===== config.mk =====
export PLATFORM = sky130hd
export DESIGN_NAME = rwc_core
export DESIGN_NICKNAME = d
export VERILOG_FILES = /design/src/design/rwc_pkg.sv /design/src/design/rwc_core.sv
export VERILOG_INCLUDE_DIRS = /design/src /design/src/design
export SDC_FILE = /design/constraint.sdc
export NUM_CORES = 1
export LEC_CHECK = 0
export BUFFER_PORTS_ARGS = -buffer_cell sky130_fd_sc_hd__buf_2
export CAP_MARGIN = 20
export CORE_ASPECT_RATIO = 0.8
export CORE_MARGIN = 4
export CORE_UTILIZATION = 45
export CTS_BUF_LIST = sky130_fd_sc_hd__clkbuf_4 sky130_fd_sc_hd__clkbuf_8
export CTS_CLUSTER_DIAMETER = 80
export DETAILED_ROUTE_END_ITERATION = 16
export PLACE_DENSITY = 0.61
export SLEW_MARGIN = 30
export SYNTH_ARGS = -nofsm -noshare
export SYNTH_HDL_FRONTEND = slang
export SYNTH_SLANG_ARGS = --single-unit

===== constraint.sdc =====
create_clock -name hclk -period 3.65 [get_ports hclk]
set_clock_uncertainty 0.15 [all_clocks]
set_input_delay 0.73 -clock hclk [delete_from_list [all_inputs] [get_ports hclk]]
set_output_delay 0.73 -clock hclk [all_outputs]
set_load 0.1 [all_outputs]

===== src/design/rwc_params.svh =====
// constants of the register-window control block: offsets, fields,
// opcodes and reset values; included by the package and the module
`ifndef RWC_PARAMS_SVH
`define RWC_PARAMS_SVH

`define RWC_WW          3
`define RWC_AW          8
`define RWC_NWIN        4'h8

`define RWC_OFF_CTRL    8'h00
`define RWC_OFF_WIN     8'h04
`define RWC_OFF_OPA_LO  8'h08
`define RWC_OFF_OPA_HI  8'h0C
`define RWC_OFF_OPB_LO  8'h10
`define RWC_OFF_OPB_HI  8'h14
`define RWC_OFF_INSTR   8'h18
`define RWC_OFF_RES_LO  8'h1C
`define RWC_OFF_RES_HI  8'h20
`define RWC_OFF_STATUS  8'h24

`define RWC_CTRL_WINDOW_TRAP_VECTOR_SELECT 0
`define RWC_CTRL_AM     8
`define RWC_CTRL_PRIV   9
`define RWC_CTRL_HPRIV  10
`define RWC_CTRL_TL     12

`define RWC_WIN_CWP     0
`define RWC_WIN_SAVE    4
`define RWC_WIN_REST    8
`define RWC_WIN_OTHER   12
`define RWC_WIN_CLEAN   16

`define RWC_ST_EVT      0
`define RWC_ST_VOTHER   3
`define RWC_ST_VNUM     4
`define RWC_ST_HCWP     8
`define RWC_ST_RD       12
`define RWC_ST_RDWE     17
`define RWC_ST_DONE     18

`define RWC_FMT3        2'h2
`define RWC_OP3_ALLOC   6'h3C
`define RWC_OP3_RETJ    6'h39
`define RWC_OP3_ACK     6'h31

`define RWC_RST_SAVE    3'h6
`define RWC_RST_CLEAN   3'h0

`endif


===== src/design/rwc_pkg.sv =====
// types of the register-window control block
// relies on rwc_params.svh for widths
`include "rwc_params.svh"

package rwc_pkg;

  typedef enum logic [2:0] {
    RWC_IDLE = 3'b001,
    RWC_WR   = 3'b010,
    RWC_RD   = 3'b100
  } rwc_phase_type;

  typedef enum logic [2:0] {
    RWC_EV_NONE     = 3'h0,
    RWC_EV_BADENC   = 3'h1,
    RWC_EV_PRIV     = 3'h2,
    RWC_EV_MISALIGN = 3'h3,
    RWC_EV_SPILL    = 3'h4,
    RWC_EV_CLEAN    = 3'h5,
    RWC_EV_FILL     = 3'h6,
    RWC_EV_UNKNOWN  = 3'h7
  } rwc_evt_type;

  typedef struct packed {
    logic [5:0]          window_trap_vector_select;
    logic                am;
    logic                priv;
    logic                hpriv;
    logic [2:0]          tl;
  } rwc_ctrl_type;

  typedef struct packed {
    logic [`RWC_WW-1:0]  current_window_pointer;
    logic [`RWC_WW-1:0]  savable_window_count;
    logic [`RWC_WW-1:0]  restorable_window_count;
    logic [`RWC_WW-1:0]  other_space_window_count;
    logic [`RWC_WW-1:0]  clean_window_count;
  } rwc_win_type;

  typedef struct packed {
    rwc_evt_type         evt;
    logic                vother;
    logic [2:0]          vnum;
    logic [`RWC_WW-1:0]  hcwp;
    logic [4:0]          rd;
    logic                rdwe;
    logic                done;
  } rwc_stat_type;

  typedef struct packed {
    rwc_phase_type       phase;
    logic [`RWC_AW-1:0]  addr;
    rwc_ctrl_type        ctrl;
    rwc_win_type         win;
    logic [63:0]         opa;
    logic [63:0]         opb;
    logic [63:0]         res;
    rwc_stat_type        stat;
    logic [31:0]         hrdata;
    logic                hready;
    logic                hresp;
  } rwc_state_type;

endpackage


===== src/design/rwc_core.sv =====
// register-window control: allocate, spilled-ack and return-jump
// assumes one AHB-Lite master, word transfers only, zero-wait writes
`timescale 1ns/10ps
`default_nettype none
`include "rwc_params.svh"

// How it works
// - return-jump with bits 29:25 nonzero is a bad encoding
// - return-jump, register form, bits 12:5 nonzero is a bad encoding
// - return-jump with no restorable window raises a fill trap
// - address mask clears the upper 32 target bits
// - return-jump target with low two bits nonzero is misaligned
// - allocate moves to a window whose ins are the old outs
// - a new window is clean: zeros or same-process values
// - untrapped allocate adds old-window sources into new rd
// - window pointer arithmetic wraps modulo the window count
// - allocate: pointer up, savable down, restorable up
// - no savable window: spill trap, vector select, pointer plus 2
// - allocate, register form, bits 12:5 nonzero is a bad encoding
// - no clean spare window: clean trap, handler pointer plus 1
// - spilled-ack: savable up, then restorable or other down
// - spilled-ack never traps on trap level or consistency
// - spilled-ack with bits 18:0 nonzero is a bad encoding
// - spilled-ack outside privileged modes is a privilege fault
// - spilled-ack decodes as secondary opcode 11 0001, function 0
// - return-jump releases a window, reading the old window
module rwc_core
  import rwc_pkg::*;
(
  // clock and reset
  input  wire logic        hclk,
  input  wire logic        hresetn,
  // ahb-lite slave
  input  wire logic        hsel,
  input  wire logic [31:0] haddr,
  input  wire logic [1:0]  htrans,
  input  wire logic        hwrite,
  input  wire logic [2:0]  hsize,
  input  wire logic [31:0] hwdata,
  input  wire logic        hready,
  output logic      [31:0] hrdata,
  output logic             hreadyout,
  output logic             hresp
);

  localparam rwc_state_type RST = '{
    phase:  RWC_IDLE,
    addr:   '0,
    ctrl:   '0,
    win:    '{current_window_pointer: '0, savable_window_count: `RWC_RST_SAVE,
              restorable_window_count: '0, other_space_window_count: '0,
              clean_window_count: `RWC_RST_CLEAN},
    opa:    '0,
    opb:    '0,
    res:    '0,
    stat:   '{evt: RWC_EV_NONE, vother: 1'b0,
              vnum: '0, hcwp: '0, rd: '0,
              rdwe: 1'b0, done: 1'b0},
    hrdata: '0,
    hready: 1'b1,
    hresp:  1'b0
  };

  rwc_state_type      s_ff;
  rwc_state_type      nxt_s;

  logic [31:0]        ins;
  logic               imm;
  logic               fmt3;
  logic               is_alloc;
  logic               is_retj;
  logic               is_ack;
  logic               regjunk;
  logic [63:0]        opb_eff;
  logic [63:0]        sum;
  logic [63:0]        tgt;
  logic [`RWC_WW-1:0] clean_free;
  logic               vother;
  logic [2:0]         vnum;
  logic               exec;
  logic               accept;
  logic [31:0]        rword;

  // the instruction word arrives as write data on the issue register
  assign ins      = hwdata;
  assign imm      = ins[13];
  assign fmt3     = (ins[31:30] == `RWC_FMT3);
  assign is_alloc = fmt3 && (ins[24:19] == `RWC_OP3_ALLOC);
  assign is_retj  = fmt3 && (ins[24:19] == `RWC_OP3_RETJ);
  assign is_ack   = fmt3 && (ins[24:19] == `RWC_OP3_ACK)
                    && (ins[29:25] == 5'h00);
  assign regjunk  = !imm && (ins[12:5] != 8'h00);

  // opa and register-form opb come from the operand latches, i.e. the old window
  assign opb_eff  = imm ? {{51{ins[12]}}, ins[12:0]} : s_ff.opb;
  assign sum      = s_ff.opa + opb_eff;
  assign tgt      = s_ff.ctrl.am ? {32'h0000_0000, sum[31:0]}
                                 : sum;

  // unsigned wrap of a 3-bit field gives the modulo for free
  assign clean_free = s_ff.win.clean_window_count - s_ff.win.restorable_window_count;

  // vector selection shared by spill and fill traps
  assign vother = (s_ff.win.other_space_window_count != 3'h0);
  assign vnum   = vother ? s_ff.ctrl.window_trap_vector_select[5:3]
                         : s_ff.ctrl.window_trap_vector_select[2:0];

  assign exec   = (s_ff.phase == RWC_WR)
                  && (s_ff.addr == `RWC_OFF_INSTR);
  assign accept = hsel && hready && htrans[1];

  always_comb begin
    rword = 32'h0000_0000;
    case (s_ff.addr)
      `RWC_OFF_CTRL: begin
        rword[`RWC_CTRL_WINDOW_TRAP_VECTOR_SELECT +: 6] = s_ff.ctrl.window_trap_vector_select;
        rword[`RWC_CTRL_AM]          = s_ff.ctrl.am;
        rword[`RWC_CTRL_PRIV]        = s_ff.ctrl.priv;
        rword[`RWC_CTRL_HPRIV]       = s_ff.ctrl.hpriv;
        rword[`RWC_CTRL_TL +: 3]     = s_ff.ctrl.tl;
      end
      `RWC_OFF_WIN: begin
        rword[`RWC_WIN_CWP +: `RWC_WW]   = s_ff.win.current_window_pointer;
        rword[`RWC_WIN_SAVE +: `RWC_WW]  = s_ff.win.savable_window_count;
        rword[`RWC_WIN_REST +: `RWC_WW]  = s_ff.win.restorable_window_count;
        rword[`RWC_WIN_OTHER +: `RWC_WW] = s_ff.win.other_space_window_count;
        rword[`RWC_WIN_CLEAN +: `RWC_WW] = s_ff.win.clean_window_count;
      end
      `RWC_OFF_OPA_LO: rword = s_ff.opa[31:0];
      `RWC_OFF_OPA_HI: rword = s_ff.opa[63:32];
      `RWC_OFF_OPB_LO: rword = s_ff.opb[31:0];
      `RWC_OFF_OPB_HI: rword = s_ff.opb[63:32];
      `RWC_OFF_RES_LO: rword = s_ff.res[31:0];
      `RWC_OFF_RES_HI: rword = s_ff.res[63:32];
      `RWC_OFF_STATUS: begin
        rword[`RWC_ST_EVT +: 3]       = s_ff.stat.evt;
        rword[`RWC_ST_VOTHER]         = s_ff.stat.vother;
        rword[`RWC_ST_VNUM +: 3]      = s_ff.stat.vnum;
        rword[`RWC_ST_HCWP +: `RWC_WW] = s_ff.stat.hcwp;
        rword[`RWC_ST_RD +: 5]        = s_ff.stat.rd;
        rword[`RWC_ST_RDWE]           = s_ff.stat.rdwe;
        rword[`RWC_ST_DONE]           = s_ff.stat.done;
      end
      default: rword = 32'h0000_0000;
    endcase
  end

  always_comb begin
    nxt_s        = s_ff;
    nxt_s.hresp  = 1'b0;
    nxt_s.hready = 1'b1;

    // bus phase tracking; reads take one wait state so that a read
    // right behind a write returns the freshly written value
    case (s_ff.phase)
      RWC_IDLE, RWC_WR: begin
        if (accept) begin
          nxt_s.addr   = haddr[`RWC_AW-1:0];
          nxt_s.phase  = hwrite ? RWC_WR : RWC_RD;
          nxt_s.hready = hwrite;
        end else begin
          nxt_s.phase  = RWC_IDLE;
        end
      end
      RWC_RD: begin
        nxt_s.hrdata = rword;
        nxt_s.phase  = RWC_IDLE;
      end
      default: nxt_s.phase = RWC_IDLE;
    endcase

    // register writes land at the end of the data phase
    if (s_ff.phase == RWC_WR) begin
      case (s_ff.addr)
        `RWC_OFF_CTRL: begin
          nxt_s.ctrl.window_trap_vector_select = hwdata[`RWC_CTRL_WINDOW_TRAP_VECTOR_SELECT +: 6];
          nxt_s.ctrl.am     = hwdata[`RWC_CTRL_AM];
          nxt_s.ctrl.priv   = hwdata[`RWC_CTRL_PRIV];
          nxt_s.ctrl.hpriv  = hwdata[`RWC_CTRL_HPRIV];
          nxt_s.ctrl.tl     = hwdata[`RWC_CTRL_TL +: 3];
        end
        `RWC_OFF_WIN: begin
          nxt_s.win.current_window_pointer        = hwdata[`RWC_WIN_CWP +: `RWC_WW];
          nxt_s.win.savable_window_count    = hwdata[`RWC_WIN_SAVE +: `RWC_WW];
          nxt_s.win.restorable_window_count = hwdata[`RWC_WIN_REST +: `RWC_WW];
          nxt_s.win.other_space_window_count   = hwdata[`RWC_WIN_OTHER +: `RWC_WW];
          nxt_s.win.clean_window_count   = hwdata[`RWC_WIN_CLEAN +: `RWC_WW];
        end
        `RWC_OFF_OPA_LO: nxt_s.opa[31:0]  = hwdata;
        `RWC_OFF_OPA_HI: nxt_s.opa[63:32] = hwdata;
        `RWC_OFF_OPB_LO: nxt_s.opb[31:0]  = hwdata;
        `RWC_OFF_OPB_HI: nxt_s.opb[63:32] = hwdata;
        default: ;
      endcase
    end

    // instruction issue: outcome replaces the previous status
    if (exec) begin
      nxt_s.stat.done   = 1'b1;
      nxt_s.stat.rdwe   = 1'b0;
      nxt_s.stat.rd     = ins[29:25];
      nxt_s.stat.evt    = RWC_EV_NONE;
      nxt_s.stat.vother = 1'b0;
      nxt_s.stat.vnum   = 3'h0;
      nxt_s.stat.hcwp   = s_ff.win.current_window_pointer;

      if (is_alloc) begin
        if (regjunk) begin
          nxt_s.stat.evt = RWC_EV_BADENC;
        end else if (s_ff.win.savable_window_count == 3'h0) begin
          nxt_s.stat.evt    = RWC_EV_SPILL;
          nxt_s.stat.vother = vother;
          nxt_s.stat.vnum   = vnum;
          nxt_s.stat.hcwp   = s_ff.win.current_window_pointer + 3'h2;
        end else if (clean_free == 3'h0) begin
          // a trap hands the window to the cleaner so no stale data
          // from another process is ever exposed
          nxt_s.stat.evt  = RWC_EV_CLEAN;
          nxt_s.stat.hcwp = s_ff.win.current_window_pointer + 3'h1;
        end else begin
          // the file overlaps windows, so the new ins are the old outs
          nxt_s.win.current_window_pointer        = s_ff.win.current_window_pointer + 3'h1;
          nxt_s.win.savable_window_count    = s_ff.win.savable_window_count - 3'h1;
          nxt_s.win.restorable_window_count = s_ff.win.restorable_window_count + 3'h1;
          nxt_s.stat.hcwp      = s_ff.win.current_window_pointer + 3'h1;
          nxt_s.res            = sum;
          nxt_s.stat.rdwe      = 1'b1;
        end
      end else if (is_retj) begin
        nxt_s.res = tgt;
        if (ins[29:25] != 5'h00) begin
          nxt_s.stat.evt = RWC_EV_BADENC;
        end else if (regjunk) begin
          nxt_s.stat.evt = RWC_EV_BADENC;
        end else if (tgt[1:0] != 2'b00) begin
          nxt_s.stat.evt = RWC_EV_MISALIGN;
        end else if (s_ff.win.restorable_window_count == 3'h0) begin
          nxt_s.stat.evt    = RWC_EV_FILL;
          nxt_s.stat.vother = vother;
          nxt_s.stat.vnum   = vnum;
          nxt_s.stat.hcwp   = s_ff.win.current_window_pointer - 3'h1;
        end else begin
          // pointer moves in this same edge, ahead of the delay slot
          nxt_s.win.current_window_pointer        = s_ff.win.current_window_pointer - 3'h1;
          nxt_s.win.savable_window_count    = s_ff.win.savable_window_count + 3'h1;
          nxt_s.win.restorable_window_count = s_ff.win.restorable_window_count - 3'h1;
          nxt_s.stat.hcwp      = s_ff.win.current_window_pointer - 3'h1;
        end
      end else if (is_ack) begin
        if (ins[18:0] != 19'h0_0000) begin
          nxt_s.stat.evt = RWC_EV_BADENC;
        end else if (!s_ff.ctrl.priv && !s_ff.ctrl.hpriv) begin
          nxt_s.stat.evt = RWC_EV_PRIV;
        end else begin
          // trap level and counter sanity are left to software
          nxt_s.win.savable_window_count = s_ff.win.savable_window_count + 3'h1;
          if (s_ff.win.other_space_window_count == 3'h0) begin
            nxt_s.win.restorable_window_count = s_ff.win.restorable_window_count - 3'h1;
          end else begin
            nxt_s.win.other_space_window_count = s_ff.win.other_space_window_count - 3'h1;
          end
        end
      end else begin
        nxt_s.stat.evt = RWC_EV_UNKNOWN;
      end
    end
  end

  always_ff @(posedge hclk or negedge hresetn) begin
    if (!hresetn) begin
      s_ff <= RST;
    end else begin
      s_ff <= nxt_s;
    end
  end

  assign hrdata    = s_ff.hrdata;
  assign hreadyout = s_ff.hready;
  assign hresp     = s_ff.hresp;

endmodule
`default_nettype wire


; ---- Yosys cells after proc, flatten, opt, wreduce, memory -nomap -nowiden
; Index checks and enable logic that the tools add are counted.
[totals]
out_inout_bits = 34
elab_cells = 158
ff_bits = 280
[classes]
n_reduce_logical = 33
n_addsub = 10
eq_ne = 19
mux = 70
[ops]
columns = cell, count
row1 = $mux 64, 6
row2 = $mux 143, 1
row3 = $mux 32, 4
row4 = $mux 9, 11
row5 = $pmux 3 s9, 3
row6 = $pmux 13 s6, 1
row7 = $mux 74, 1
row8 = $add 64x64->64, 1
row9 = $mux 3, 18
row10 = $mux 7, 6
row11 = $eq 8x5->1 const B, 4
row12 = $pmux 3 s8, 1
row13 = $reduce_bool 19->1, 1
row14 = $eq 6x6->1 const B, 3
row15 = $pmux 2 s9, 1
row16 = $eq 8x4->1 const B, 2
row17 = $eq 8x6->1 const B, 2
row18 = $pmux 1 s8, 2
row19 = $mux 15, 1
row20 = $reduce_and 2->1, 7
row21 = $logic_not 3->1, 4
row22 = $mux 12, 1
row23 = $pmux 1 s6, 2
row24 = $sub 3x1->3 const B, 4
row25 = other kinds (24), 45

; ---- Depth between registers and ports, before layout
[logic_depth]
ltp_word = 10
mapped_depth = 16
mapped_depth_nobuf = 13

; ---- Least setup slack after synthesis
; OpenSTA, ideal clock, no wires.
[synth_path]
path_type = input-to-reg
from = in hwdata[13]
to = reg s_ff[97] (netlist bit)
stages = 16
path_slack_ps = -1201
arrival_ps = 4568
n_path_buf = 3
cell_sequence = clkbuf_1 buf_1 clkbuf_1 mux2_2 ha_1 fa_1 a21o_1 a21boi_0 o21a_1 o221a_4 o41ai_4 a221oi_2 a21oi_1 a21boi_0 xor2_1 o21ai_0
[synth_via]
elab_chain_cells = 6
[synth_rtl]
columns = element, line
row1 = "start, declared", rwc_core.sv:39  ; input wire logic [31:0] hwdata,
row2 = $mux 64, rwc_core.sv:95  ; assign opb_eff = imm ? {{51{ins[12]}}, ins[12:0]} : s_ff.opb;
row3 = $add 64x64->64, rwc_core.sv:96  ; assign sum = s_ff.opa + opb_eff;
row4 = $mux 64, rwc_core.sv:215  ; end else if (clean_free == 3'h0) begin
row5 = $mux 64, rwc_core.sv:210  ; end else if (s_ff.win.savable_window_count == 3'h0) begin
row6 = $mux 64, rwc_core.sv:208  ; if (regjunk) begin
row7 = $mux 74, rwc_core.sv:207  ; if (is_alloc) begin
row8 = "end signal, assigned", rwc_core.sv:273  ; s_ff <= nxt_s;
row9 = "end, declared", rwc_core.sv:64  ; rwc_state_type s_ff;
; Parallel ways exist; a longest one is shown, timed or not. The select of a mux whose other input is x is not followed.
; A chain may end at the register's enable or synchronous reset.

; ---- Final worst setup path
[layout_path]
from = in hwdata[13]
to = reg s_ff[108] (netlist bit)
; Same word-level chain as after synthesis.

==> results_dict.tcl <==
set metrics [dict create \
    netlist_top_cells_count "276 x dfrtp_1, 179 x o21ai_0, 173 x nand2_1, 163 x mux2_2, 95 x clkbuf_1" \
    path_clk_slew_ps 60 \
    timing.max_cap.violations 0 \
    die_area_um2 40500 \
    synth_warnings 0 \
    max_freq_ghz 0.277 \
    critical_path.startpoint "hwdata[13]" \
    leakagePower_nw 9.83 \
    die_h_um 181 \
    r2r_setup_slack_ps 80 \
    hold_end "s_ff[279]$_DFF_PN0_" \
    regToRegStartpoint "s_ff[118]$_DFFE_PN0P_" \
    cts_buffers 48 \
    path_max_fanout 8 \
    yosysTopAreaCell "dfrtp_1" \
    postLayoutCellArea_um2 21100 \
    drtAntennaViolNets 0 \
    required_ps 4060 \
    placed_cells 2463 \
    grt_max_degree 71 \
    arrival_ps 4010 \
    synthArstFlopShare 1.00 \
    fin_crit_sh 0.988 \
    slowest_delay_ps 430 \
    wirelength_um 62200 \
    r2r-end "s_ff[108]$_DFFE_PN0P_" \
    netlist_instances 1745 \
    synth_fp_nets 1895 \
    dp_worst_setup_slack_ps -898 \
    fill_cells 3198 \
    insertion_delay_ps 630 \
    h-tree-depth 2 \
    critPathCaptureType "register" \
    rows 62 \
    hold_class "in -> reg" \
    drcViolationCount 0 \
    grt_pass1_wl_um 94400 \
    routedWlPerCell_um 24.2 \
    placed_area_um2 19600 \
    synthTopCellsByArea "dfrtp_1 41%, mux2_2 11%, ha_1 5.6%, o21ai_0 5.3%, nand2_1 3.9%" \
    vias 15700 \
    cts_sinks 280 \
    first_global_vias 15100 \
    io_buffers 78 \
    r2r_cells 12 \
    hold_viol_final 0 \
    synth_cell_types 72 \
    ys_ff_latch 280 \
    antenna_cells 0 \
    syn2layout_area_growth_pct 25.7 \
    avgViaCountPerCell 6.11 \
    cts_tree "done" \
    tightest_slew_ps 815 \
    root_buffer "clkbuf_8" \
    fin_cells 2573 \
    num_io_pins 108 \
    yosysMostFrequentCell "dfrtp_1" \
    worst_slack_ps 43.6 \
    critPathKind "in -> reg" \
    powerDensity_nw_per_um2 427 \
    period_needed_ps 3610 \
    critPathSlowestCell "or4_1" \
    initial_core_util 0.461 \
    ys_seq_area_frac 0.418 \
    slew_viol_final 0 \
    slew-limit-headroom 0.456 \
    yosys_most_used_dff "dfrtp_1" \
    synth_area_um2 16800 \
    grt_overflow_total 0 \
    core_area_um2 36400 \
    antenna_found_initial 1 \
    hp-start "hwrite" \
    rsz0062_at_grt "yes" \
    startpoint_type "input pin" \
    drt-initial-drc-count 1966 \
    ctsLongestPathBuffers 3 \
    final_layout_size_suffix_gt1_frac 0.343 \
    drtPass1Iterations 5 \
    synth-edff-count 0 \
    status "completed" \
    finalSetupViolations 0 \
    synth_top_area_frac 0.411 \
    syn_area_per_cell_um2 9.62 \
    dieWidth_um 224 \
    fin_nets 2211 \
    place_congestion 1.02 \
    path_cells "buf_12, buf_12, mux2_2, ha_4, nand3_1, o211ai_1, nand4_1, a31oi_2, a21oi_2, o31a_1, o31ai_4, a41oi_2, or4_1, nand3_1" \
    ir_drop_mv 0.328 \
    hold_path_depth 2 \
    grt_usage 0.300 \
    dp.final_hpwl_um 45900 \
]
through the flow:
| stage | hold slack [ps] | setup TNS, ps | utilization | power [mW] |
|---|---|---|---|---|
| after detailed placement | 304 | -24040 | 0.539 | 5.74 |
| after floorplan | 284 | -1510 | - | 4.80 |
| after CTS | 185 | 0 | 0.569 | 8.90 |
| after global routing | 194 | -117 | 0.580 | 9.34 |
| after global placement | 305 | -22460 | 0.539 | 5.72 |
| final | 210 | 0 | 0.580 | 9.00 |
power breakdown:
group	total (mW)	leakage [nW]	internal, mW	switching (mW)
Combinational	2.44	5.88	0.991	1.44
Clock	3.16	0.540	1.78	1.39
Sequential	3.40	3.41	3.26	0.148
worst max path at each step:
stage | to | slack [ps]
after global routing | s_ff[97]$_DFFE_PN0P_ | -60
after global placement | s_ff[108]$_DFFE_PN0P_ | -820
final | s_ff[108]$_DFFE_PN0P_ | 40
after floorplan | s_ff[105]$_DFFE_PN0P_ | -280
after detailed placement | s_ff[108]$_DFFE_PN0P_ | -900
after CTS | s_ff[105]$_DFFE_PN0P_ | 20
worst max-delay path: cells and delay by family:
| kind | cells | cell delay [ps] |
|---|---|---|
| and+or+nand+nor | 4 | 830 |
| buffers and inverters | 2 | 260 |
| adders and majority gates | 1 | 270 |
| muxes | 1 | 360 |
| AOI/OAI and AO/OA | 6 | 1540 |
flip-flops by register name, summed over array words and instances (netlist names):
signal	count
hrdata	32
hreadyout	1
s_ff	247
area by class of cell:
type | instances | area [um^2] | area share
sequential | 280 | 7010 | 0.332
timing repair buffer | 409 | 3020 | 0.143
clock inverter | 8 | 131 | 0.00622
multi-input combinational | 1243 | 9150 | 0.433
clock buffer | 74 | 900 | 0.0426
tap | 480 | 601 | 0.0285
inverter | 79 | 297 | 0.0140
kinds of logic after synthesis:
kind of cell               share of synthesized area
buffers and inverters                         0.0573
xor gates and xnor gates                      0.0350
AOI/OAI and AO/OA                              0.214
DFF                                            0.418
other                                       0.000223
and+or+nand+nor                                0.105
muxes                                          0.114
adders and majority gates                     0.0571
per-layer routing:
layer  track usage  up-vias  part of all wire
met5             0        -           0.00021
met2         0.415      813              0.41
met3        0.0755      105              0.11
li1              -     6966                 -
met4        0.0624        2             0.019
met1         0.471     7836              0.46
placed cells by master (no fill, tap or decap), types with 11 or more instances in the layout:
| master | count |
|---|---|
| nand2_1 | 168 |
| nor3_1 | 16 |
| a221oi_1 | 39 |
| a22oi_1 | 41 |
| o21bai_1 | 11 |
| xnor2_1 | 31 |
| a21o_1 | 45 |
| dfrtp_1 | 276 |
| mux2_2 | 159 |
| nand3_1 | 33 |
| ha_1 | 66 |
| xor2_1 | 35 |
| clkbuf_8 | 55 |
| inv_1 | 78 |
| nor2_1 | 69 |
| a222oi_1 | 12 |
| o21ai_1 | 17 |
| a31oi_1 | 34 |
| buf_4 | 314 |
| buf_6 | 11 |
| clkbuf_4 | 19 |
| buf_2 | 75 |
| o21ai_0 | 162 |
| nand2b_1 | 13 |
| nand4_1 | 21 |
| a22o_1 | 29 |
| a21oi_1 | 72 |
repair_timing:
item / CTS / global route
setup buffers: 2 / 24
resized for setup: 5 / 58
pin swaps: 7 / 29
hold buffers: 1 / 0
setup endpoints to repair: 16 / 26
hold endpoints to repair: 61 / 0
cloned: 0 / 1
No activity file was read; power rests on OpenSTA's default activity.
